`src/design/hub_port_pkg.sv`:
```
// Purpose: Shared constants for the per-port hub status word block.
// Assumes: AXI4-Lite register access with 32-bit data, byte addresses.
// Notes: Feature codes equal the status-word bit that each one controls.
package hub_port_pkg;
   // Register byte offsets.
   localparam logic [7:0] OFS_STATUS = 8'h00;
   localparam logic [7:0] OFS_REQUEST = 8'h04;
   localparam logic [7:0] OFS_RESULT = 8'h08;
   localparam logic [7:0] OFS_HUBCTL = 8'h0c;

   // Status word bit positions.
   localparam int BIT_ATTACH = 0;
   localparam int BIT_ENABLE = 1;
   localparam int BIT_SUSPEND = 2;
   localparam int BIT_OCUR = 3;
   localparam int BIT_RESET = 4;
   localparam int BIT_POWER = 8;
   localparam int BIT_LOWSPD = 9;
   localparam int BIT_HIGHSPD = 10;
   localparam int BIT_TEST = 11;
   localparam int BIT_INDIC = 12;

   // Feature selectors carried in the request register.
   localparam logic [7:0] FEAT_ATTACH = 8'h00;
   localparam logic [7:0] FEAT_ENABLE = 8'h01;
   localparam logic [7:0] FEAT_SUSPEND = 8'h02;
   localparam logic [7:0] FEAT_OCUR = 8'h03;
   localparam logic [7:0] FEAT_RESET = 8'h04;
   localparam logic [7:0] FEAT_POWER = 8'h08;
   localparam logic [7:0] FEAT_LOWSPD = 8'h09;
   localparam logic [7:0] FEAT_HIGHSPD = 8'h0a;
   localparam logic [7:0] FEAT_TEST = 8'h0b;
   localparam logic [7:0] FEAT_INDIC = 8'h0c;

   // Request register fields.
   localparam int REQ_FEAT_LSB = 0;
   localparam int REQ_SET_BIT = 8;
   localparam int REQ_SEL_LSB = 12;
   localparam logic [3:0] SEL_DEFAULT = 4'h0;

   // Result and hub control register fields.
   localparam int RES_DONE_BIT = 0;
   localparam int RES_ERR_BIT = 1;
   localparam int HUB_LPC_BIT = 0;
   localparam int HUB_LPS_BIT = 1;

   // AXI responses.
   localparam logic [1:0] RESP_OKAY = 2'h0;
   localparam logic [1:0] RESP_SLVERR = 2'h2;

   // Values after hub reset.
   localparam logic POWER_RST = 1'b0;
   localparam logic [3:0] SEL_RST = 4'h0;
endpackage

```
`src/design/hub_port_status.sv`:
```
// Purpose: Status bits of one hub downstream port, driven by the port state
//          machine and by set/clear feature requests written over AXI4-Lite.
// Assumes: Port state machine events arrive as one-cycle pulses on aclk.
// Notes: Summary of operation follows.
// Summary of operation
// - Powered port reports attached device presence.
// - Attach flag zero when unpowered or disconnected.
// - Attach set on disconnected-to-disabled with attach.
// - Attach feature requests change nothing.
// - Enable set only when reset completes.
// - Enable cleared by off, request, error, disconnect, reset.
// - Set-enable answered with request error.
// - Suspended port gets no forwarded downstream traffic.
// - Suspend set only when port enabled.
// - Suspend cleared by resume transitions or disable.
// - Overload follows this or affecting port over-current.
// - Overload, speed, clear-reset requests are no-ops.
// - Reset flag high exactly while resetting.
// - Power flag zero exactly when powered-off.
// - Set-power ignored when local power lost.
// - Power cleared by request or over-current.
// - Low-speed flag set for enabled low-speed device.
// - High-speed flag distinguishes high from full speed.
// - Test set only from disabled or suspended.
// - Indicator override follows selector or clear.
// - Overload gives amber unless overridden; set-power turns lamp off unless overloaded.
// - Reserved status bits read as zero.
module hub_port_status (
   input wire logic aclk,
   input wire logic aresetn,
   input wire logic [7:0] s_axi_awaddr,
   input wire logic [2:0] s_axi_awprot,
   input wire logic s_axi_awvalid,
   output logic s_axi_awready,
   input wire logic [31:0] s_axi_wdata,
   input wire logic [3:0] s_axi_wstrb,
   input wire logic s_axi_wvalid,
   output logic s_axi_wready,
   output logic [1:0] s_axi_bresp,
   output logic s_axi_bvalid,
   input wire logic s_axi_bready,
   input wire logic [7:0] s_axi_araddr,
   input wire logic [2:0] s_axi_arprot,
   input wire logic s_axi_arvalid,
   output logic s_axi_arready,
   output logic [31:0] s_axi_rdata,
   output logic [1:0] s_axi_rresp,
   output logic s_axi_rvalid,
   input wire logic s_axi_rready,
   input wire logic dev_attached,
   input wire logic disc_to_disabled,
   input wire logic disconnect_det,
   input wire logic port_error,
   input wire logic reset_done,
   input wire logic eop_send_to_enabled,
   input wire logic restart_to_transmit,
   input wire logic oc_this_port,
   input wire logic oc_other_port,
   input wire logic oc_other_cut,
   input wire logic dev_low_speed,
   input wire logic dev_high_speed,
   output logic forward_en,
   output logic resume_req,
   output logic port_resetting,
   output logic port_powered,
   output logic test_mode,
   output logic [3:0] test_sel,
   output logic ind_override,
   output logic [3:0] ind_sel,
   output logic ind_amber,
   output logic ind_off
);

   typedef struct packed {
      logic attach;
      logic enable;
      logic suspend;
      logic ocur;
      logic resetting;
      logic power;
      logic lowspd;
      logic highspd;
      logic test;
      logic indic;
      logic [3:0] test_sel;
      logic [3:0] ind_sel;
      logic amber;
      logic lamp_off;
      logic fwd;
      logic resume;
      logic req_pend;
      logic req_set;
      logic [7:0] req_feat;
      logic [3:0] req_sel;
      logic res_done;
      logic res_err;
      logic hub_lpc;
      logic hub_lps;
      logic aw_held;
      logic [7:0] awaddr;
      logic w_held;
      logic [31:0] wdata;
      logic [3:0] wstrb;
      logic awready;
      logic wready;
      logic bvalid;
      logic [1:0] bresp;
      logic arready;
      logic rvalid;
      logic [31:0] rdata;
      logic [1:0] rresp;
   } state_s;

   state_s st_r;
   state_s st_nxt;

   // Reserved positions stay zero because only named bits are placed.
   function automatic logic [31:0] status_word(input state_s s);
      logic [31:0] w;
      w = 32'h0000_0000;
      w[hub_port_pkg::BIT_ATTACH] = s.attach;
      w[hub_port_pkg::BIT_ENABLE] = s.enable;
      w[hub_port_pkg::BIT_SUSPEND] = s.suspend;
      w[hub_port_pkg::BIT_OCUR] = s.ocur;
      w[hub_port_pkg::BIT_RESET] = s.resetting;
      w[hub_port_pkg::BIT_POWER] = s.power;
      w[hub_port_pkg::BIT_LOWSPD] = s.lowspd;
      w[hub_port_pkg::BIT_HIGHSPD] = s.highspd;
      w[hub_port_pkg::BIT_TEST] = s.test;
      w[hub_port_pkg::BIT_INDIC] = s.indic;
      return w;
   endfunction

   function automatic logic mapped(input logic [7:0] a);
      return a == hub_port_pkg::OFS_STATUS || a == hub_port_pkg::OFS_REQUEST
         || a == hub_port_pkg::OFS_RESULT || a == hub_port_pkg::OFS_HUBCTL;
   endfunction

   always_comb begin
      logic en_clr;
      logic pwr_off;
      logic set_req;
      logic do_write;
      logic test_ok;
      en_clr = 1'b0;
      pwr_off = 1'b0;
      set_req = st_r.req_pend & st_r.req_set;
      do_write = 1'b0;
      test_ok = 1'b0;
      st_nxt = st_r;
      st_nxt.resume = 1'b0;

      // Write address and data may arrive in either order.
      if (s_axi_awvalid && st_r.awready) begin
         st_nxt.aw_held = 1'b1;
         st_nxt.awaddr = s_axi_awaddr;
      end
      if (s_axi_wvalid && st_r.wready) begin
         st_nxt.w_held = 1'b1;
         st_nxt.wdata = s_axi_wdata;
         st_nxt.wstrb = s_axi_wstrb;
      end
      if (s_axi_bvalid && s_axi_bready) begin
         st_nxt.bvalid = 1'b0;
      end
      if (st_r.aw_held && st_r.w_held && !st_r.bvalid) begin
         do_write = 1'b1;
         st_nxt.aw_held = 1'b0;
         st_nxt.w_held = 1'b0;
         st_nxt.bvalid = 1'b1;
         st_nxt.bresp = mapped(st_r.awaddr) ? hub_port_pkg::RESP_OKAY
                                            : hub_port_pkg::RESP_SLVERR;
      end

      // Request processing; a new request written now runs next cycle.
      if (st_r.req_pend) begin
         st_nxt.req_pend = 1'b0;
         st_nxt.res_done = 1'b1;
         st_nxt.res_err = 1'b0;
         case (st_r.req_feat)
            hub_port_pkg::FEAT_ATTACH: begin
               st_nxt.res_err = 1'b0;
            end
            hub_port_pkg::FEAT_ENABLE: begin
               if (st_r.req_set) begin
                  st_nxt.res_err = 1'b1;
               end else begin
                  en_clr = 1'b1;
               end
            end
            hub_port_pkg::FEAT_SUSPEND: begin
               if (st_r.req_set) begin
                  if (st_r.enable) begin
                     st_nxt.suspend = 1'b1;
                  end
               end else if (st_r.suspend) begin
                  // The flag falls when the resume sequence ends or the port is disabled.
                  st_nxt.resume = 1'b1;
               end
            end
            hub_port_pkg::FEAT_RESET: begin
               if (st_r.req_set && st_r.power && st_r.attach) begin
                  st_nxt.resetting = 1'b1;
                  en_clr = 1'b1;
               end
            end
            hub_port_pkg::FEAT_POWER: begin
               if (st_r.req_set) begin
                  if (!(st_r.hub_lpc && st_r.hub_lps)) begin
                     st_nxt.power = 1'b1;
                     st_nxt.lamp_off = 1'b1;
                  end
               end else begin
                  pwr_off = 1'b1;
               end
            end
            hub_port_pkg::FEAT_TEST: begin
               test_ok = st_r.power && (!st_r.enable || st_r.suspend);
               if (st_r.req_set && test_ok) begin
                  st_nxt.test = 1'b1;
                  st_nxt.test_sel = st_r.req_sel;
               end else if (st_r.req_set) begin
                  st_nxt.res_err = 1'b1;
               end
            end
            hub_port_pkg::FEAT_INDIC: begin
               if (st_r.req_set &&
                   st_r.req_sel != hub_port_pkg::SEL_DEFAULT) begin
                  st_nxt.indic = 1'b1;
                  st_nxt.ind_sel = st_r.req_sel;
               end else begin
                  st_nxt.indic = 1'b0;
                  st_nxt.ind_sel = hub_port_pkg::SEL_DEFAULT;
               end
            end
            hub_port_pkg::FEAT_OCUR, hub_port_pkg::FEAT_LOWSPD,
            hub_port_pkg::FEAT_HIGHSPD: begin
               st_nxt.res_err = 1'b0;
            end
            default: begin
               st_nxt.res_err = 1'b1;
            end
         endcase
      end

      if (do_write && st_r.awaddr == hub_port_pkg::OFS_REQUEST &&
          st_r.wstrb[0]) begin
         st_nxt.req_pend = 1'b1;
         st_nxt.res_done = 1'b0;
         st_nxt.req_feat = st_r.wdata[hub_port_pkg::REQ_FEAT_LSB +: 8];
         st_nxt.req_set = st_r.wdata[hub_port_pkg::REQ_SET_BIT];
         st_nxt.req_sel = st_r.wdata[hub_port_pkg::REQ_SEL_LSB +: 4];
      end
      if (do_write && st_r.awaddr == hub_port_pkg::OFS_HUBCTL &&
          st_r.wstrb[0]) begin
         st_nxt.hub_lpc = st_r.wdata[hub_port_pkg::HUB_LPC_BIT];
         st_nxt.hub_lps = st_r.wdata[hub_port_pkg::HUB_LPS_BIT];
      end

      // Port state machine events.
      if (reset_done && st_r.resetting) begin
         st_nxt.resetting = 1'b0;
         st_nxt.enable = 1'b1;
      end
      if (disc_to_disabled && st_r.power && dev_attached) begin
         st_nxt.attach = 1'b1;
      end
      if (disconnect_det) begin
         st_nxt.attach = 1'b0;
         en_clr = 1'b1;
      end
      if (port_error) begin
         en_clr = 1'b1;
      end
      if (eop_send_to_enabled || restart_to_transmit) begin
         st_nxt.suspend = 1'b0;
      end
      if (oc_this_port || oc_other_cut) begin
         pwr_off = 1'b1;
      end
      if (pwr_off) begin
         st_nxt.power = 1'b0;
         st_nxt.attach = 1'b0;
         st_nxt.resetting = 1'b0;
         st_nxt.lamp_off = 1'b0;
         en_clr = 1'b1;
      end
      if (en_clr) begin
         st_nxt.enable = 1'b0;
         st_nxt.suspend = 1'b0;
      end

      st_nxt.ocur = oc_this_port | oc_other_port;
      // Speed bits are only meaningful while the port is enabled.
      st_nxt.lowspd = st_nxt.enable & dev_low_speed;
      st_nxt.highspd = st_nxt.enable & !dev_low_speed
                       & dev_high_speed;
      st_nxt.fwd = st_nxt.enable & !st_nxt.suspend;
      if (st_nxt.ocur) begin
         st_nxt.lamp_off = 1'b0;
      end
      st_nxt.amber = st_nxt.ocur & !st_nxt.indic;

      // Read channel; reads see registered state only.
      if (s_axi_rvalid && s_axi_rready) begin
         st_nxt.rvalid = 1'b0;
      end
      if (s_axi_arvalid && st_r.arready) begin
         st_nxt.rvalid = 1'b1;
         st_nxt.rresp = hub_port_pkg::RESP_OKAY;
         st_nxt.rdata = 32'h0000_0000;
         case (s_axi_araddr)
            hub_port_pkg::OFS_STATUS: st_nxt.rdata = status_word(st_r);
            hub_port_pkg::OFS_REQUEST: begin
               st_nxt.rdata[hub_port_pkg::REQ_FEAT_LSB +: 8] = st_r.req_feat;
               st_nxt.rdata[hub_port_pkg::REQ_SET_BIT] = st_r.req_set;
               st_nxt.rdata[hub_port_pkg::REQ_SEL_LSB +: 4] = st_r.req_sel;
            end
            hub_port_pkg::OFS_RESULT: begin
               st_nxt.rdata[hub_port_pkg::RES_DONE_BIT] = st_r.res_done;
               st_nxt.rdata[hub_port_pkg::RES_ERR_BIT] = st_r.res_err;
            end
            hub_port_pkg::OFS_HUBCTL: begin
               st_nxt.rdata[hub_port_pkg::HUB_LPC_BIT] = st_r.hub_lpc;
               st_nxt.rdata[hub_port_pkg::HUB_LPS_BIT] = st_r.hub_lps;
            end
            default: st_nxt.rresp = hub_port_pkg::RESP_SLVERR;
         endcase
      end

      // Ready flags are registered so every output leaves a flip-flop.
      st_nxt.awready = !st_nxt.aw_held && !st_nxt.bvalid;
      st_nxt.wready = !st_nxt.w_held && !st_nxt.bvalid;
      st_nxt.arready = !st_nxt.rvalid;
   end

   always_ff @(posedge aclk) begin
      if (!aresetn) begin
         st_r <= '0;
         st_r.power <= hub_port_pkg::POWER_RST;
         st_r.test_sel <= hub_port_pkg::SEL_RST;
         st_r.ind_sel <= hub_port_pkg::SEL_RST;
         st_r.awready <= 1'b1;
         st_r.wready <= 1'b1;
         st_r.arready <= 1'b1;
      end else begin
         st_r <= st_nxt;
      end
   end

   assign s_axi_awready = st_r.awready;
   assign s_axi_wready = st_r.wready;
   assign s_axi_bvalid = st_r.bvalid;
   assign s_axi_bresp = st_r.bresp;
   assign s_axi_arready = st_r.arready;
   assign s_axi_rvalid = st_r.rvalid;
   assign s_axi_rdata = st_r.rdata;
   assign s_axi_rresp = st_r.rresp;
   assign forward_en = st_r.fwd;
   assign resume_req = st_r.resume;
   assign port_resetting = st_r.resetting;
   assign port_powered = st_r.power;
   assign test_mode = st_r.test;
   assign test_sel = st_r.test_sel;
   assign ind_override = st_r.indic;
   assign ind_sel = st_r.ind_sel;
   assign ind_amber = st_r.amber;
   assign ind_off = st_r.lamp_off;

   logic req_now;
   assign req_now = st_r.req_pend;
endmodule // hub_port_status

```
`config.mk`:
```
export PLATFORM = sky130hd
export DESIGN_NAME = hub_port_status
export DESIGN_NICKNAME = d
export VERILOG_FILES = /design/src/design/hub_port_pkg.sv /design/src/design/hub_port_status.sv
export SDC_FILE = /design/constraint.sdc
export NUM_CORES = 1
export LEC_CHECK = 0
export BUFFER_PORTS_ARGS = -buffer_cell sky130_fd_sc_hd__buf_2
export CORE_MARGIN = 2
export CORE_UTILIZATION = 44
export CTS_BUF_LIST = sky130_fd_sc_hd__clkbuf_8
export DETAILED_ROUTE_END_ITERATION = 10
export PLACE_DENSITY = 0.74
export SYNTH_ARGS = -nofsm -noshare
export SYNTH_HDL_FRONTEND = slang
export SYNTH_SLANG_ARGS = --single-unit
```
`constraint.sdc`:
```
create_clock -name aclk -period 2 [get_ports aclk]
set_clock_uncertainty 0.05 [all_clocks]
set_input_delay 0.4 -clock aclk [delete_from_list [all_inputs] [get_ports aclk]]
set_output_delay 0.4 -clock aclk [all_outputs]
set_load 0.02 [all_outputs]
```
==> impl_metrics.env <==
export IMPL_grt_pass1_wl_um=13620
export IMPL_portBuffers=87
export IMPL_relSlewSlack=0.6317
export IMPL_cts_htree_levels=3
export IMPL_area_growth_pct=13.54
export IMPL_holdCritPathClass="in2reg"
export IMPL_wire_per_inst_um=13.70
export IMPL_netlist_instances=434
export IMPL_clk_pin_slew_ns=0.09
export IMPL_synthXorXnorAreaFrac=0
export IMPL_ys_warn_count=0
export IMPL_tightest_slew_ns=0.5525
export IMPL_fp_dieH_um=96.23
export IMPL_cp_data_required_time_ns=2.18
export IMPL_cp_top_family="simple AND/OR/NAND/NOR gates"
export IMPL_syn_avg_cell_area_um2=8.623
export IMPL_critPathMaxStageDelay_ns=0.59
export IMPL_ys_ff_latch=87
export IMPL_max_freq_mhz=546.0
export IMPL_hpwl_um=6109
export IMPL_via_count=3072
export IMPL_cts_path_max_buffers=2
export IMPL_hold_ws_ns=0.1636
export IMPL_cp_max_fo=4
export IMPL_ys_seq_area_frac=0.4654
export IMPL_grt_max_degree=55
export IMPL_fill_cells=781
export IMPL_crit_arrival_ns=2.01
export IMPL_postCtsSetupBuffers=0
export IMPL_synth_flop_cell="dfxtp_1"
export IMPL_worstSetupStartpointType="flip-flop"
export IMPL_postRouteAntennaNets=0
export IMPL_period_needed_ns=1.832
export IMPL_p_per_area_mw_per_mm2=776.2
export IMPL_synth_fa_ha_area_frac=0
export IMPL_dp_cells=589
export IMPL_outcome="completed"
export IMPL_synth_distinct_cells=47
export IMPL_grt_pass1_vias=2907
export IMPL_synth_compound_area_frac=0.1387
export IMPL_r2r_start="st_r[84]"
export IMPL_cts_buffers=9
export IMPL_stdcell_area_mm2=0.004249
export IMPL_first_pass_iters=4
export IMPL_syn_cell_area_mm2=0.003742
export IMPL_power_w=0.003298
export IMPL_synth_top_family_by_area="simple AND/OR/NAND/NOR gates"
export IMPL_clk_latency_ns=0.36
export IMPL_cts_tree="done"
export IMPL_tns_ns=0
export IMPL_rsz0062_at_grt="no"
export IMPL_core_mm2=0.008217
export IMPL_p_leak_nw=1.919
export IMPL_drcViolationCount=0
export IMPL_crit_start="st_r[84]"
export IMPL_p_clk_frac=0.364
export IMPL_layout_common_cells="87 x dfxtp_1, 87 x buf_2, 72 x nand2_1"
export IMPL_synth_edf_count=0
export IMPL_postPlaceCellArea_mm2=0.004053
export IMPL_rows=33
export IMPL_crit_path_frequent_cell="or4_4"
export IMPL_avgViaCountPerCell=5.078
export IMPL_drt_iter0_markers=237
export IMPL_crit_type="reg2reg"
export IMPL_finalCritPeriodShare=0.9158
export IMPL_grt_overflow=0
export IMPL_endpoint_kind="flip-flop"
export IMPL_cap_violations=0
export IMPL_gp_congestion=0.9029
export IMPL_hold_buffers=0
export IMPL_worstPathCellList="or4_4 -> or4_4 -> mux2i_1 -> nor2_1"
export IMPL_die_w_um=96.23
export IMPL_power_frac_seq=0.549
export IMPL_critPathSlowestCell="or4_4"
export IMPL_pwr_share_comb=0.087
export IMPL_drt_wl_total_um=8288
export IMPL_finalSetupViolCount=0
export IMPL_cts_sinks=87
export IMPL_worst_path_buf_inv=0
export IMPL_power_share_switching=0.2548
export IMPL_grt_use_total=0.1906
export IMPL_hold_violations=0
export IMPL_cts_root_buffer="clkbuf_8"
export IMPL_cts_resized=0
export IMPL_synth_async_reset_ratio=0
export IMPL_internal_power_w=0.002458
export IMPL_io_pins=134
export IMPL_die_area_mm2=0.009259
export IMPL_drive_above_1_share=0.2620
export IMPL_max_vdd_ir_drop_uv=316.4
export IMPL_power_switching_w=0.0008402
export IMPL_fin_cells=605
export IMPL_layout_nets=572
export IMPL_antenna_cells=0
export IMPL_antenna_found_initial=0
export IMPL_initial_core_util=0.4555
export IMPL_slew_viol_final=0
export IMPL_synthMuxAreaShare=0.03511
export IMPL_hp_start="disconnect_det"
export IMPL_synth_simple_area_share=0.2457
==> flip-flops by register name, summed over array words and instances (netlist names), 4 cells and up <==
register and count:
ind_sel 4, s_axi_rdata 16, st_r 47, test_sel 4
==> routing by layer <==
| metal | part of all wire | vias to the layer above | GRT usage | routed length (um) |
|---|---|---|---|---|
| met5 | 0 | - | 0 | 0 |
| li1 | - | 1549 | - | - |
| met1 | 0.45 | 1413 | 0.2453 | 3739 |
| met3 | 0.062 | 11 | 0.03759 | 517 |
| met4 | 0.010 | 0 | 0.08095 | 85 |
| met2 | 0.48 | 99 | 0.3108 | 3946 |
==> power by group through the flow <==
stage | Clock (W) | Combinational, W | Sequential [W]
after floorplan | 0 | 0.000211 | 0.00186
after global routing | 0.00131 | 0.000322 | 0.00182
after global placement | 0 | 0.000282 | 0.00185
after detailed placement | 0 | 0.000288 | 0.00185
after CTS | 0.00123 | 0.000289 | 0.00181
final | 0.00120 | 0.000286 | 0.00181
==> final cells by class <==
class | count | area (um2) | share of cell area
sequential | 87 | 1742 | 0.4099
multi-input combinational | 296 | 1638 | 0.3855
timing repair buffer | 98 | 530.5 | 0.1249
tap | 105 | 131.4 | 0.03092
clock buffer | 9 | 123.9 | 0.02915
clock inverter | 7 | 72.57 | 0.01708
inverter | 3 | 11.26 | 0.002650
==> cell families after synthesis <==
logic type | after synthesis
flops | 87
compound gates | 82
mux | 10
simple gates | 186
other cells | 1
buf+inv | 68
==> path summary, 6_finish.rpt <==
| kind | end | depth (start not counted) | slack (ns) |
|---|---|---|---|
| max | st_r[88] | 4 | 0.17 |
| max reg2reg | st_r[88] | 4 | 0.17 |
| min | st_r[126] | 2 | 0.16 |
| min reg2reg | ind_sel[2] | 2 | 0.40 |
==> cell usage after synthesis (4+ instances only) <==
master,count,area share
a22oi_1,5,0.010
a21oi_1,38,0.051
a32oi_1,9,0.021
nand3_1,16,0.021
nand2_1,72,0.072
nand4b_1,4,0.0094
nand2b_1,4,0.0067
nor2_1,55,0.055
and2_1,4,0.0067
dfxtp_1,87,0.47
buf_4,45,0.090
clkbuf_1,17,0.017
a21o_1,13,0.026
mux2_2,5,0.015
o21ai_0,8,0.011
==> per-stage QoR <==
step           utilization  worst slack [ns]
6_report            0.5171            0.1685
5_1_grt             0.5171           0.08268
4_1_cts             0.5171            0.1522
3_5_place_dp        0.4932            0.1554
3_3_place_gp        0.4932            0.2059
2_1_floorplan            -            0.2591
Power figures use the tool's default switching activity.
